===== src/verilog/esr_regs.vh =====
// constants for the sample record field assembler
`ifndef ESR_REGS_VH
`define ESR_REGS_VH
// -----------------------------------------------------------------
// register byte offsets
// -----------------------------------------------------------------
`define ESR_OFF_CTRL      8'h00
`define ESR_OFF_FMT_LO    8'h04
`define ESR_OFF_FMT_HI    8'h08
`define ESR_OFF_STATUS    8'h0C
`define ESR_OFF_DROP      8'h10
// -----------------------------------------------------------------
// control and format fields
// -----------------------------------------------------------------
`define ESR_CTRL_EN       0
`define ESR_CTRL_UPD      1
`define ESR_CTRL_RST      32'h0000_0000
`define ESR_FMT_MEM       0
`define ESR_FMT_W         48
`define ESR_FMT_HI_W      16
`define ESR_FMT_RST       48'h0000_0000_0000
// -----------------------------------------------------------------
// record layout, word indices and sizes
// -----------------------------------------------------------------
`define ESR_W_FMT         3'h0
`define ESR_W_IP          3'h1
`define ESR_W_CNT         3'h2
`define ESR_W_TS          3'h3
`define ESR_W_ADDR        3'h4
`define ESR_W_AUX         3'h5
`define ESR_W_LAT         3'h6
`define ESR_W_TX          3'h7
`define ESR_LAST_BASIC    3'h3
`define ESR_LAST_MEM      3'h7
`define ESR_SIZE_BASIC    16'h0020
`define ESR_SIZE_MEM      16'h0040
`define ESR_VA_MSB        47
`define ESR_SRC_W         4
`define ESR_LAT_W         16
`define ESR_TXC_W         32
// -----------------------------------------------------------------
// axi responses and record states
// -----------------------------------------------------------------
`define ESR_RESP_OKAY     2'h0
`define ESR_RESP_SLVERR   2'h2
`define ESR_ST_IDLE       2'h0
`define ESR_ST_FILL       2'h1
`define ESR_ST_RDREQ      2'h2
`define ESR_ST_SEND       2'h3
`endif


===== src/verilog/esr_record_asm.v =====
// event sample record assembler: basic group tail and memory group
//
// Behaviour
// - ip word is retired trigger instruction pointer
// - counter mask word marks every triggering counter
// - timestamp captured when record is generated
// - legacy address word sign-extended canonical
// - legacy aux: load source, or store status
// - legacy latency: load service cycles
// - tx word: region cycles low, abort high
// - updated address canonical, zero if unknown
// - bits 3:0 source, zero when unknown
// - bit 4 second translation buffer miss
// - bit 5 locked atomic access
// - bit 6 store forwarding data block
// - bit 7 store address conflict block
// - bits 15:0 dispatch-to-completion latency
// - bits 47:32 cache access-to-return latency
// - store cache latency: l1 write to done
// - word 0 format and size, groups packed
`default_nettype none
`include "esr_regs.vh"
module esr_record_asm (
  input  wire        core_clk,
  input  wire        rst,
  // axi4-lite slave
  input  wire [7:0]  s_axi_awaddr,
  input  wire        s_axi_awvalid,
  output reg         s_axi_awready,
  input  wire [31:0] s_axi_wdata,
  input  wire [3:0]  s_axi_wstrb,
  input  wire        s_axi_wvalid,
  output reg         s_axi_wready,
  output reg  [1:0]  s_axi_bresp,
  output reg         s_axi_bvalid,
  input  wire        s_axi_bready,
  input  wire [7:0]  s_axi_araddr,
  input  wire        s_axi_arvalid,
  output reg         s_axi_arready,
  output reg  [31:0] s_axi_rdata,
  output reg  [1:0]  s_axi_rresp,
  output reg         s_axi_rvalid,
  input  wire        s_axi_rready,
  // sample trigger and captured fields
  input  wire        sampleTrig,
  input  wire        adaptiveRec,
  input  wire [63:0] triggerInstrPointer,
  input  wire [63:0] trigCounterMask,
  input  wire [47:0] accessLinearAddr,
  input  wire        addrKnown,
  input  wire [3:0]  dataSource,
  input  wire        sourceKnown,
  input  wire        secondXlatMissFlag,
  input  wire        atomicAccessFlag,
  input  wire        dataBlocked,
  input  wire        addrBlocked,
  input  wire        isStore,
  input  wire [63:0] storeStatus,
  input  wire        memoryRetireEvent,
  // latency events from the load/store pipeline
  input  wire        loadDispatch,
  input  wire        instrComplete,
  input  wire        cacheStart,
  input  wire        cacheDone,
  // transactional region events
  input  wire        txBegin,
  input  wire        txEnd,
  input  wire [31:0] txAbortInfo,
  // record word stream
  output reg  [63:0] recWord,
  output reg         recValid,
  output reg         recLast,
  input  wire        recReady
);
  // -----------------------------------------------------------------
  // helpers
  // -----------------------------------------------------------------
  function [63:0] canon;
    input [47:0] va;
    begin
      canon = {{16{va[`ESR_VA_MSB]}}, va};
    end
  endfunction

  function [31:0] satInc;
    input [31:0] v;
    input [31:0] maxV;
    begin
      satInc = (v == maxV) ? v : v + 32'h0000_0001;
    end
  endfunction

  // -----------------------------------------------------------------
  // register file over axi4-lite
  // -----------------------------------------------------------------
  reg  [31:0] ctrl_r;
  reg  [47:0] fmtCfg_r;
  reg  [15:0] recCount_r;
  reg  [31:0] dropCount_r;
  reg  [7:0]  awAddr_r;
  reg         awHeld_r;
  reg  [31:0] wData_r;
  reg  [3:0]  wStrb_r;
  reg         wHeld_r;
  reg  [1:0]  state_r;
  wire        busy = (state_r != `ESR_ST_IDLE);
  wire        wrGo = awHeld_r && wHeld_r && !s_axi_bvalid;

  function [31:0] mergeStrb;
    input [31:0] old;
    input [31:0] nw;
    input [3:0]  strb;
    integer      k;
    begin
      mergeStrb = old;
      for (k = 0; k < 4; k = k + 1) begin
        if (strb[k]) begin
          mergeStrb[k*8 +: 8] = nw[k*8 +: 8];
        end
      end
    end
  endfunction

  // upper format half merged through a full word, only its low half is kept
  wire [31:0] fmtHiMrg = mergeStrb({16'h0000, fmtCfg_r[`ESR_FMT_W-1:32]}, wData_r, wStrb_r);

  always @(posedge core_clk) begin
    if (rst) begin
      ctrl_r        <= `ESR_CTRL_RST;
      fmtCfg_r      <= `ESR_FMT_RST;
      awAddr_r      <= 8'h00;
      awHeld_r      <= 1'b0;
      wData_r       <= 32'h0000_0000;
      wStrb_r       <= 4'h0;
      wHeld_r       <= 1'b0;
      s_axi_awready <= 1'b0;
      s_axi_wready  <= 1'b0;
      s_axi_bvalid  <= 1'b0;
      s_axi_bresp   <= `ESR_RESP_OKAY;
    end else begin
      // address and data are taken independently, in either order
      s_axi_awready <= !awHeld_r && !s_axi_awready;
      s_axi_wready  <= !wHeld_r && !s_axi_wready;
      if (s_axi_awvalid && s_axi_awready) begin
        awAddr_r <= s_axi_awaddr;
        awHeld_r <= 1'b1;
      end
      if (s_axi_wvalid && s_axi_wready) begin
        wData_r <= s_axi_wdata;
        wStrb_r <= s_axi_wstrb;
        wHeld_r <= 1'b1;
      end
      if (s_axi_bvalid && s_axi_bready) begin
        s_axi_bvalid <= 1'b0;
      end
      if (wrGo) begin
        awHeld_r     <= 1'b0;
        wHeld_r      <= 1'b0;
        s_axi_bvalid <= 1'b1;
        s_axi_bresp  <= `ESR_RESP_OKAY;
        case (awAddr_r)
          `ESR_OFF_CTRL: begin
            ctrl_r <= mergeStrb(ctrl_r, wData_r, wStrb_r);
          end
          `ESR_OFF_FMT_LO: begin
            fmtCfg_r[31:0] <= mergeStrb(fmtCfg_r[31:0], wData_r, wStrb_r);
          end
          `ESR_OFF_FMT_HI: begin
            fmtCfg_r[`ESR_FMT_W-1:32] <= fmtHiMrg[`ESR_FMT_HI_W-1:0];
          end
          `ESR_OFF_STATUS, `ESR_OFF_DROP: begin
          end
          default: begin
            s_axi_bresp <= `ESR_RESP_SLVERR;
          end
        endcase
      end
    end
  end

  always @(posedge core_clk) begin
    if (rst) begin
      s_axi_arready <= 1'b0;
      s_axi_rvalid  <= 1'b0;
      s_axi_rdata   <= 32'h0000_0000;
      s_axi_rresp   <= `ESR_RESP_OKAY;
    end else begin
      s_axi_arready <= !s_axi_rvalid && !s_axi_arready;
      if (s_axi_rvalid && s_axi_rready) begin
        s_axi_rvalid <= 1'b0;
      end
      if (s_axi_arvalid && s_axi_arready) begin
        s_axi_rvalid <= 1'b1;
        s_axi_rresp  <= `ESR_RESP_OKAY;
        case (s_axi_araddr)
          `ESR_OFF_CTRL:   s_axi_rdata <= ctrl_r & 32'h0000_0003;
          `ESR_OFF_FMT_LO: s_axi_rdata <= fmtCfg_r[31:0];
          `ESR_OFF_FMT_HI: s_axi_rdata <= {16'h0000, fmtCfg_r[`ESR_FMT_W-1:32]};
          `ESR_OFF_STATUS: s_axi_rdata <= {recCount_r, 15'h0000, busy};
          `ESR_OFF_DROP:   s_axi_rdata <= dropCount_r;
          default: begin
            s_axi_rdata <= 32'h0000_0000;
            s_axi_rresp <= `ESR_RESP_SLVERR;
          end
        endcase
      end
    end
  end

  // -----------------------------------------------------------------
  // timestamp and latency measurement
  // -----------------------------------------------------------------
  reg  [63:0] tsCount_r;
  reg  [15:0] instrRun_r;
  reg  [15:0] instrLat_r;
  reg         instrOn_r;
  reg  [15:0] cacheRun_r;
  reg  [15:0] cacheLat_r;
  reg         cacheOn_r;
  reg  [31:0] txRun_r;
  reg  [31:0] txCycles_r;
  reg  [31:0] txAbort_r;
  reg         txOn_r;
  wire [31:0] instrRunInc = satInc({16'h0000, instrRun_r}, 32'h0000_FFFF);
  wire [31:0] cacheRunInc = satInc({16'h0000, cacheRun_r}, 32'h0000_FFFF);

  always @(posedge core_clk) begin
    if (rst) begin
      tsCount_r  <= 64'h0000_0000_0000_0000;
      instrRun_r <= 16'h0000;
      instrLat_r <= 16'h0000;
      instrOn_r  <= 1'b0;
      cacheRun_r <= 16'h0000;
      cacheLat_r <= 16'h0000;
      cacheOn_r  <= 1'b0;
      txRun_r    <= 32'h0000_0000;
      txCycles_r <= 32'h0000_0000;
      txAbort_r  <= 32'h0000_0000;
      txOn_r     <= 1'b0;
    end else begin
      tsCount_r <= tsCount_r + 64'h0000_0000_0000_0001;
      // dispatch to completion, including dependency and lookup stalls
      if (loadDispatch) begin
        instrRun_r <= 16'h0001;
        instrOn_r  <= 1'b1;
      end else if (instrOn_r) begin
        instrRun_r <= instrRunInc[`ESR_LAT_W-1:0];
      end
      if (instrComplete && instrOn_r && !loadDispatch) begin
        instrLat_r <= instrRun_r;
        instrOn_r  <= 1'b0;
      end
      // the pipeline raises cacheStart at the cache access for loads and at the
      // l1 write for stores, and cacheDone at data return or line write done
      if (cacheStart) begin
        cacheRun_r <= 16'h0001;
        cacheOn_r  <= 1'b1;
      end else if (cacheOn_r) begin
        cacheRun_r <= cacheRunInc[`ESR_LAT_W-1:0];
      end
      if (cacheDone && cacheOn_r && !cacheStart) begin
        cacheLat_r <= cacheRun_r;
        cacheOn_r  <= 1'b0;
      end
      if (txBegin) begin
        txRun_r <= 32'h0000_0001;
        txOn_r  <= 1'b1;
      end else if (txOn_r) begin
        txRun_r <= satInc(txRun_r, 32'hFFFF_FFFF);
      end
      // abort or commit both close the region
      if (txEnd && txOn_r && !txBegin) begin
        txCycles_r <= txRun_r;
        txAbort_r  <= txAbortInfo;
        txOn_r     <= 1'b0;
      end
    end
  end

  // -----------------------------------------------------------------
  // snapshot at trigger
  // -----------------------------------------------------------------
  reg  [63:0] sHead_r;
  reg  [63:0] sIp_r;
  reg  [63:0] sMask_r;
  reg  [63:0] sTs_r;
  reg  [63:0] sAddr_r;
  reg  [63:0] sAux_r;
  reg  [63:0] sLat_r;
  reg  [63:0] sTx_r;
  reg  [2:0]  lastIdx_r;
  reg  [2:0]  idx_r;
  wire        memGrp = adaptiveRec && fmtCfg_r[`ESR_FMT_MEM];
  wire        updLay = ctrl_r[`ESR_CTRL_UPD];
  wire        take   = sampleTrig && ctrl_r[`ESR_CTRL_EN] && !busy;
  wire [47:0] fmtVal = adaptiveRec ? fmtCfg_r : `ESR_FMT_RST;
  wire [15:0] sizeB  = memGrp ? `ESR_SIZE_MEM : `ESR_SIZE_BASIC;
  wire [3:0]  srcEnc = sourceKnown ? dataSource : 4'h0;
  wire [63:0] legAux = !memoryRetireEvent ? 64'h0000_0000_0000_0000 :
                       isStore ? storeStatus : {60'h0, dataSource};
  wire [63:0] updAux = {56'h0, addrBlocked, dataBlocked, atomicAccessFlag,
                        secondXlatMissFlag, srcEnc};
  wire [63:0] legLat = memoryRetireEvent ? {48'h0, instrLat_r} : 64'h0000_0000_0000_0000;
  wire [63:0] updLat = {16'h0000, cacheLat_r, 16'h0000, instrLat_r};

  always @(posedge core_clk) begin
    if (rst) begin
      sHead_r   <= 64'h0000_0000_0000_0000;
      sIp_r     <= 64'h0000_0000_0000_0000;
      sMask_r   <= 64'h0000_0000_0000_0000;
      sTs_r     <= 64'h0000_0000_0000_0000;
      sAddr_r   <= 64'h0000_0000_0000_0000;
      sAux_r    <= 64'h0000_0000_0000_0000;
      sLat_r    <= 64'h0000_0000_0000_0000;
      sTx_r     <= 64'h0000_0000_0000_0000;
      lastIdx_r <= `ESR_LAST_BASIC;
    end else if (take) begin
      sHead_r   <= {sizeB, fmtVal};
      sIp_r     <= triggerInstrPointer;
      sMask_r   <= trigCounterMask;
      sTs_r     <= tsCount_r;
      sAddr_r   <= updLay ? (addrKnown ? canon(accessLinearAddr) : 64'h0000_0000_0000_0000)
                          : canon(accessLinearAddr);
      sAux_r    <= updLay ? updAux : legAux;
      sLat_r    <= updLay ? updLat : legLat;
      sTx_r     <= {txAbort_r, txCycles_r};
      lastIdx_r <= memGrp ? `ESR_LAST_MEM : `ESR_LAST_BASIC;
    end
  end

  reg [63:0] fillWord;
  always @* begin
    fillWord = sHead_r;
    case (idx_r)
      `ESR_W_FMT:  fillWord = sHead_r;
      `ESR_W_IP:   fillWord = sIp_r;
      `ESR_W_CNT:  fillWord = sMask_r;
      `ESR_W_TS:   fillWord = sTs_r;
      `ESR_W_ADDR: fillWord = sAddr_r;
      `ESR_W_AUX:  fillWord = sAux_r;
      `ESR_W_LAT:  fillWord = sLat_r;
      `ESR_W_TX:   fillWord = sTx_r;
      default:     fillWord = sHead_r;
    endcase
  end

  // -----------------------------------------------------------------
  // record sequencer: fill buffer, then stream words in order
  // -----------------------------------------------------------------
  wire [63:0] memRd;
  esr_word_mem i_esr_word_mem (
    .clk    (core_clk),
    .wrEn   (state_r == `ESR_ST_FILL),
    .wrAddr (idx_r),
    .wrData (fillWord),
    .rdAddr (idx_r),
    .rdData (memRd)
  );

  always @(posedge core_clk) begin
    if (rst) begin
      state_r     <= `ESR_ST_IDLE;
      idx_r       <= 3'h0;
      recWord     <= 64'h0000_0000_0000_0000;
      recValid    <= 1'b0;
      recLast     <= 1'b0;
      recCount_r  <= 16'h0000;
      dropCount_r <= 32'h0000_0000;
    end else begin
      // a trigger that finds the assembler busy is dropped and counted
      if (sampleTrig && ctrl_r[`ESR_CTRL_EN] && busy) begin
        dropCount_r <= satInc(dropCount_r, 32'hFFFF_FFFF);
      end
      case (state_r)
        `ESR_ST_IDLE: begin
          if (take) begin
            idx_r   <= 3'h0;
            state_r <= `ESR_ST_FILL;
          end
        end
        `ESR_ST_FILL: begin
          if (idx_r == lastIdx_r) begin
            idx_r   <= 3'h0;
            state_r <= `ESR_ST_RDREQ;
          end else begin
            idx_r <= idx_r + 3'h1;
          end
        end
        `ESR_ST_RDREQ: begin
          // one cycle for the registered buffer read
          state_r <= `ESR_ST_SEND;
        end
        `ESR_ST_SEND: begin
          if (!recValid) begin
            recWord  <= memRd;
            recValid <= 1'b1;
            recLast  <= (idx_r == lastIdx_r);
          end else if (recReady) begin
            recValid <= 1'b0;
            recLast  <= 1'b0;
            if (recLast) begin
              recCount_r <= recCount_r + 16'h0001;
              state_r    <= `ESR_ST_IDLE;
            end else begin
              idx_r   <= idx_r + 3'h1;
              state_r <= `ESR_ST_RDREQ;
            end
          end
        end
        default: begin
          state_r <= `ESR_ST_IDLE;
        end
      endcase
    end
  end
endmodule
`default_nettype wire


===== src/verilog/esr_word_mem.v =====
// record word buffer, eight 64-bit words, registered read data
`default_nettype none
module esr_word_mem (
  input  wire        clk,
  input  wire        wrEn,
  input  wire [2:0]  wrAddr,
  input  wire [63:0] wrData,
  input  wire [2:0]  rdAddr,
  output reg  [63:0] rdData
);
  reg [63:0] mem [0:7];

  always @(posedge clk) begin
    if (wrEn) begin
      mem[wrAddr] <= wrData;
    end
    rdData <= mem[rdAddr];
  end
endmodule
`default_nettype wire


===== config.mk =====
export PLATFORM = sky130hd
export DESIGN_NAME = esr_record_asm
export DESIGN_NICKNAME = d
export VERILOG_FILES = /design/src/verilog/esr_record_asm.v /design/src/verilog/esr_word_mem.v
export VERILOG_INCLUDE_DIRS = /design/src /design/src/verilog
export SDC_FILE = /design/constraint.sdc
export NUM_CORES = 2
export LEC_CHECK = 0
export ABC_CLOCK_PERIOD_IN_PS = 13400
export CORE_MARGIN = 2
export CORE_UTILIZATION = 40
export DETAILED_ROUTE_END_ITERATION = 10
export DONT_BUFFER_PORTS = 1
export HOLD_SLACK_MARGIN = 0.05
export PLACE_DENSITY = 0.54
export SLEW_MARGIN = 15
export SYNTH_ARGS = -nofsm -noshare
export SYNTH_HDL_FRONTEND = slang
export SYNTH_HIERARCHICAL = 1
export SYNTH_SLANG_ARGS = --single-unit

===== constraint.sdc =====
create_clock -name core_clk -period 13.4 [get_ports core_clk]
set_input_delay 1.34 -clock core_clk [delete_from_list [all_inputs] [get_ports core_clk]]
set_output_delay 1.34 -clock core_clk [all_outputs]
set_load 0.02 [all_outputs]

After elaboration in Yosys (flattened, before gate mapping)
Memories as Yosys holds them, arrays and structs flattened. A register that Yosys moved wholly into a read port is not among the register bits.
Index checks and enable logic that the tools add are counted.
{"block": "classes", "n_addsub": 7, "eq_ne": 32, "muxes": 46, "bitwise_logic": 5, "reduce_logical": 70}
{"operator": "case mux 64 bit (8 select lines)", "n": 1}
{"operator": "two-way mux 64 bit", "n": 5}
{"operator": "case mux 32 bit (5 select lines)", "n": 1}
{"operator": "two-way mux 48 bit", "n": 2}
{"operator": "adder 32 x 1 -> 32 bit, second input constant", "n": 2}
{"operator": "adder 64 x 1 -> 64 bit, second input constant", "n": 1}
{"operator": "== test 32 bit, second input constant", "n": 2}
{"operator": "adder 16 x 1 -> 16 bit, second input constant", "n": 3}
{"operator": "== test 16 bit, second input constant", "n": 2}
{"operator": "== test 8 x 4 -> 1 bit, second input constant", "n": 4}
{"operator": "AND reduction 3 bit", "n": 7}
{"operator": "logical AND 1 bit", "n": 20}
{"operator": "two-way mux 1 bit", "n": 19}
{"operator": "two-way mux 3 bit", "n": 6}
{"operator": "AND reduction 2 bit", "n": 9}
{"operator": "== test 8 x 3 -> 1 bit, second input constant", "n": 2}
{"operator": "== test 8 x 5 -> 1 bit, second input constant", "n": 2}
{"operator": "zero test 8 bit", "n": 2}
{"operator": "two-way mux 16 bit", "n": 1}
{"operator": "inequality test 2 bit, second input constant", "n": 8}
{"operator": "two-way mux 2 bit", "n": 7}
{"operator": "OR reduction 2 bit", "n": 7}
{"operator": "== test 3 bit, second input constant", "n": 4}
{"operator": "nonzero test 2 bit", "n": 6}
{"operator": "other kinds (19)", "n": 37}
{"block": "word_totals", "register_bits": 998, "ram_bits": 512, "in_bits": 352, "n_memories": 1}
{"memory": "i_esr_word_mem.mem", "words": 8, "word_bits": 64, "read_ports": 1, "rd_clocked_by_memory_dff": 1, "wr": 1, "line": "esr_word_mem.v:11", "text": "reg [63:0] mem [0:7];"}

Longest topological paths before layout
{"block": "logic_depth", "word_depth": 5, "depth_mapped": 12, "mapped_depth_nobuf": 7}

Modules after synthesis
The synthesis kept the hierarchy.
{"mod": "esr_record_asm", "n_inst": 1, "cells_per_inst": 4711, "area_each_um2": 38029.0}
{"mod": "esr_word_mem", "n_inst": 1, "cells_per_inst": 816, "area_each_um2": 20547.2}

Least setup slack after synthesis
OpenSTA, ideal clock, no wires.
{"block": "synth_path", "kind": "register to register", "startpoint": "reg state_r[0]", "endpoint": "mem i_esr_word_mem.mem[0][0], enable pin", "setup_time_ns": 0.565, "t_arrival_ns": 5.201, "required_time_ns": 12.835, "slack_ns": 7.634, "stages_incl_launch_ff": 5, "path_buffers": 1, "synth_period_minus_slack_ns": 5.766, "cell_sequence": "dfxtp_1 clkbuf_1 nor2b_1 nand2b_1 nor3_1"}
{"block": "synth_via", "elab_chain_cells": 3}
{"item": "start: declaration", "line": "esr_record_asm.v:105", "text": "reg [1:0] state_r;"}
{"item": "start signal: assignment", "line": "esr_record_asm.v:362", "text": "state_r <= `ESR_ST_IDLE;"}
{"item": "start signal: assignment", "line": "esr_record_asm.v:378", "text": "state_r <= `ESR_ST_FILL;"}
{"item": "start signal: assignment", "line": "esr_record_asm.v:384", "text": "state_r <= `ESR_ST_RDREQ;"}
{"item": "== test 2 x 1 -> 1 bit"}
{"item": "two-way mux 1 bit", "line": "esr_word_mem.v:14", "text": "if (wrEn) begin"}
{"item": "two-way mux 1 bit (not written as such)", "line": "esr_word_mem.v:15", "text": "mem[wrAddr] <= wrData;"}
{"item": "end: declaration", "line": "esr_word_mem.v:11"}
No other way between the ends.

Final worst setup path
{"block": "layout_path", "startpoint": "reg idx_r[1]", "endpoint": "mem i_esr_word_mem.mem[1][32], data pin"}
{"block": "layout_via", "elab_chain_cells": 2}
{"item": "start: declaration", "line": "esr_record_asm.v:292", "text": "reg [2:0] idx_r;"}
{"item": "start signal: assignment", "line": "esr_record_asm.v:386", "text": "idx_r <= idx_r + 3'h1;"}
{"item": "start signal: assignment", "line": "esr_record_asm.v:405", "text": "idx_r <= idx_r + 3'h1;"}
{"item": "== test 3 bit (tied with other cells)", "line": "esr_record_asm.v:334", "text": "case (idx_r)"}
{"item": "case mux 64 bit (8 select lines) *", "line": "esr_record_asm.v:334"}
{"item": "net fillWord[32]", "line": "esr_record_asm.v:331", "text": "reg [63:0] fillWord;"}
Mark *: on every way through the listed nets, which the timed path passes. The rest lies on a longest branch.

==> flow_summary.ini <==
[sta]
tns_ps = 0
whs_ps = 426.0
post-route-min-period_ps = 4689
setup_viol = 0
rsz0062_at_grt = false
fin_ws_ps = 8711
max_freq_mhz = 213.3
worst_pin_slew_ps = 1108
finClkSkew_ps = 29.94
slew_headroom_pct = 26.14
hold_violations = 0
period_share_pct = 34.99
slew_viol_final = 0

[synthesis]
syn_area_um2 = 58580
yosysWarnings = 6
synth_area_leaders = dfxtp_1 34%, edfxtp_1 26%, nand2_1 7.7%
synth_edf_count = 512
ys_ff_latch = 1506
synth-xor-area-share_pct = 1.181
synth_most_common_cell = nand2_1
synth_top_family_by_area = simple AND/OR/NAND/NOR gates
muxShareOfSynthArea_pct = 8.316
synth_compound_area_share_pct = 11.92
synth_area_per_cell_um2 = 10.60
syn_inst = 5527
async_flop_share_pct = 0
netlist.area_leader.share_pct = 33.97
seq_area_frac_synth_pct = 60.22
yosysTopAreaCell = dfxtp_1
synth_fa_ha_area_share_pct = 0.2563
synth-simple-area-share_pct = 15.09
synthTopCellsByCount = 1206 x nand2_1, 994 x dfxtp_1, 724 x a21oi_1
synth_ff_type = dfxtp_1
netlist-cell-type-count = 73

[cts]
cts_tree = yes
clk_path_buf_depth = 3
post_cts_buffers = 0
hold_buffers = 0
cts_sinks = 1506
cts_inserted_buffers = 162
clock-root-buffer = clkbuf_16
clk_latency_ps = 810
cts_resized = 0
h-tree-depth = 4
path_clk_slew_ps = 70

[grt]
grt_util_met1_pct = 36.61
use_met2_pct = 36.47
grt_util_met3_pct = 6.267
busiest_layer = met1
grt_pass1_vias = 39680
antenna_found_initial = 18
grt_usage_pct = 25.08
grt_max_degree = 854
grt_pass1_wl_um = 279000
grt.overflow.total = 0

[setup_path]
r2r_slack_ps = 8710
crit_type = register to register
cp_max_fo = 76
critical-path-slowest-cell = buf_4
cp_cell_sequence = buf_4 > ha_1 > ha_2 > nor4_1 > nand2_4 > buf_4 > nor2_1 > a41oi_1
start_kind = register
cp_common_cell = buf_4
cp.arrival_ps = 5170
path_delay_family = buffers and inverters
crit_buf_inv = 2
cp-end-kind = register
worstPathRequired_ps = 13880
worst_path_largest_cell_delay_ps = 780

[outcome]
status = completed

[detailed_routing]
viasPerCell = 5.780
dr.first_iter.drc_count = 5117
drt-pass1-iter-count = 7
vias = 42760
drt_wl_total_um = 192500
ant_nets = 0
drc = 0
avgRoutedWirePerCell_um = 26.03

[floorplanning]
die_w_um = 386.7
die_h_um = 386.7
core_area_um2 = 145600
initial_core_util_pct = 40.24
ios = 459
rows = 140
die_area_um2 = 149500

[cells_and_area]
n_fill_cell = 13690
area_growth_syn_to_layout_pct = 11.47
final_layout_size_suffix_gt1_share_pct = 10.89
final_area_um2 = 65300
nets = 5700

[power_and_ir_drop]
power.leakage_nw = 20.41
p_per_area_nw_per_um2 = 141.7
ir_worst_vdd_v = 0.0001057

[place]
routabilityCongestion = 0.8726
placed_cell_area_um2 = 59880
dp_slack_ps = 8729
io_buffers = 0
dp_hpwl_um = 130700

[hold_path]
hold_path_class = register to register

[flow_run]
cap_violations = 0
## cell usage in the layout, fill, tap and decap left out, types with 15 or more instances in the layout
| master | netlist | final |
|---|---|---|
| a211oi_1 | 15 | 15 |
| a21oi_1 | 724 | 723 |
| a221o_1 | 27 | 27 |
| a222oi_1 | 67 | 67 |
| a22o_1 | 18 | 18 |
| a22oi_1 | 91 | 91 |
| a41oi_1 | 34 | 34 |
| and2_1 | 17 | 16 |
| and3_1 | 33 | 31 |
| and4_1 | 29 | 29 |
| buf_4 | 5 | 43 |
| clkbuf_1 | 336 | 51 |
| clkbuf_16 | 0 | 168 |
| clkbuf_8 | 0 | 23 |
| clkinv_2 | 0 | 27 |
| dfxtp_1 | 994 | 990 |
| edfxtp_1 | 512 | 512 |
| inv_1 | 33 | 33 |
| mux2_2 | 124 | 124 |
| mux2i_1 | 58 | 58 |
| mux4_2 | 128 | 128 |
| nand2_1 | 1206 | 1205 |
| nand2b_1 | 17 | 15 |
| nand3_1 | 209 | 207 |
| nand4_1 | 51 | 51 |
| nor2_1 | 288 | 281 |
| nor3_1 | 34 | 30 |
| o21ai_0 | 54 | 54 |
| o21ai_1 | 34 | 34 |
| o31ai_1 | 24 | 24 |
| or3_1 | 45 | 45 |
| or4_1 | 29 | 29 |
| xnor2_1 | 36 | 36 |
| xor2_1 | 43 | 43 |
## worst paths after layout
kind	from	endpoint	depth (start not counted)
max	idx_r[1]	i_esr_word_mem/mem[1][32]	8
min	i_esr_word_mem/rdData[57]	recWord[57]	2
max reg2reg	idx_r[1]	i_esr_word_mem/mem[1][32]	8
min reg2reg	i_esr_word_mem/rdData[57]	recWord[57]	2
## where the power goes
part           switching (mW)  internal [mW]  total [mW]
clock                    1.86           2.58        4.44
sequential             0.0159           4.70        4.72
combinational          0.0733         0.0209      0.0942
total                    1.95           7.30        9.25
## registers in the layout (all words and copies together), names as in the netlist, 48 cells and up
| name | cells |
|---|---|
| sAux_r | 64 |
| i_esr_word_mem/rdData | 64 |
| i_esr_word_mem/mem | 512 |
| sHead_r | 49 |
| sTs_r | 64 |
| fmtCfg_r | 48 |
| sAddr_r | 48 |
| sIp_r | 64 |
| tsCount_r | 64 |
| sMask_r | 64 |
| recWord | 64 |
| sTx_r | 64 |
## final cells by class
class / count / area [um2] / share of cell area [%]
diodes: 8 / 20.02 / 0.03066
clock buffers: 243 / 4720 / 7.228
clock inverters: 57 / 550.5 / 0.8431
inverters: 33 / 123.9 / 0.1897
multi-input cells: 3582 / 21690 / 33.22
flip-flops and latches: 1506 / 35290 / 54.04
well taps: 1917 / 2399 / 3.673
repair buffers: 51 / 504.2 / 0.7722
## worst register-to-register path: stages (launching register included)
cell and delay (ps):
dfxtp_4 740, buf_4 690, ha_1 430, ha_2 460
nor4_1 180, nand2_4 290, buf_4 790, nor2_1 120
a41oi_1 690
## per-stage QoR
stage	std cells	total power [mW]	utilization (%)
floorplan	5528	4.888	-
global placement	7085	4.867	41.14
detailed placement	7085	4.868	41.14
CTS	7385	9.281	44.76
global route	7394	9.521	44.85
finish	7397	9.252	44.86
## kinds of logic (layout without fill, tap and decap cells)
group,Yosys count,in the layout
compound gates,1153,1153
fa+ha+maj,12,12
mux,311,311
xor+xnor,79,79
other cells,1,10
flops,1506,1506
simple gates,2025,2025
buf+inv,440,384
## metal layers
layer  wire length (um)  share of wire, %
met1              85300                44
met2              83470                43
met3              18760               9.7
met4               4954               2.6
met5                 25             0.013
Note: power is estimated with default switching activity, not from simulation.
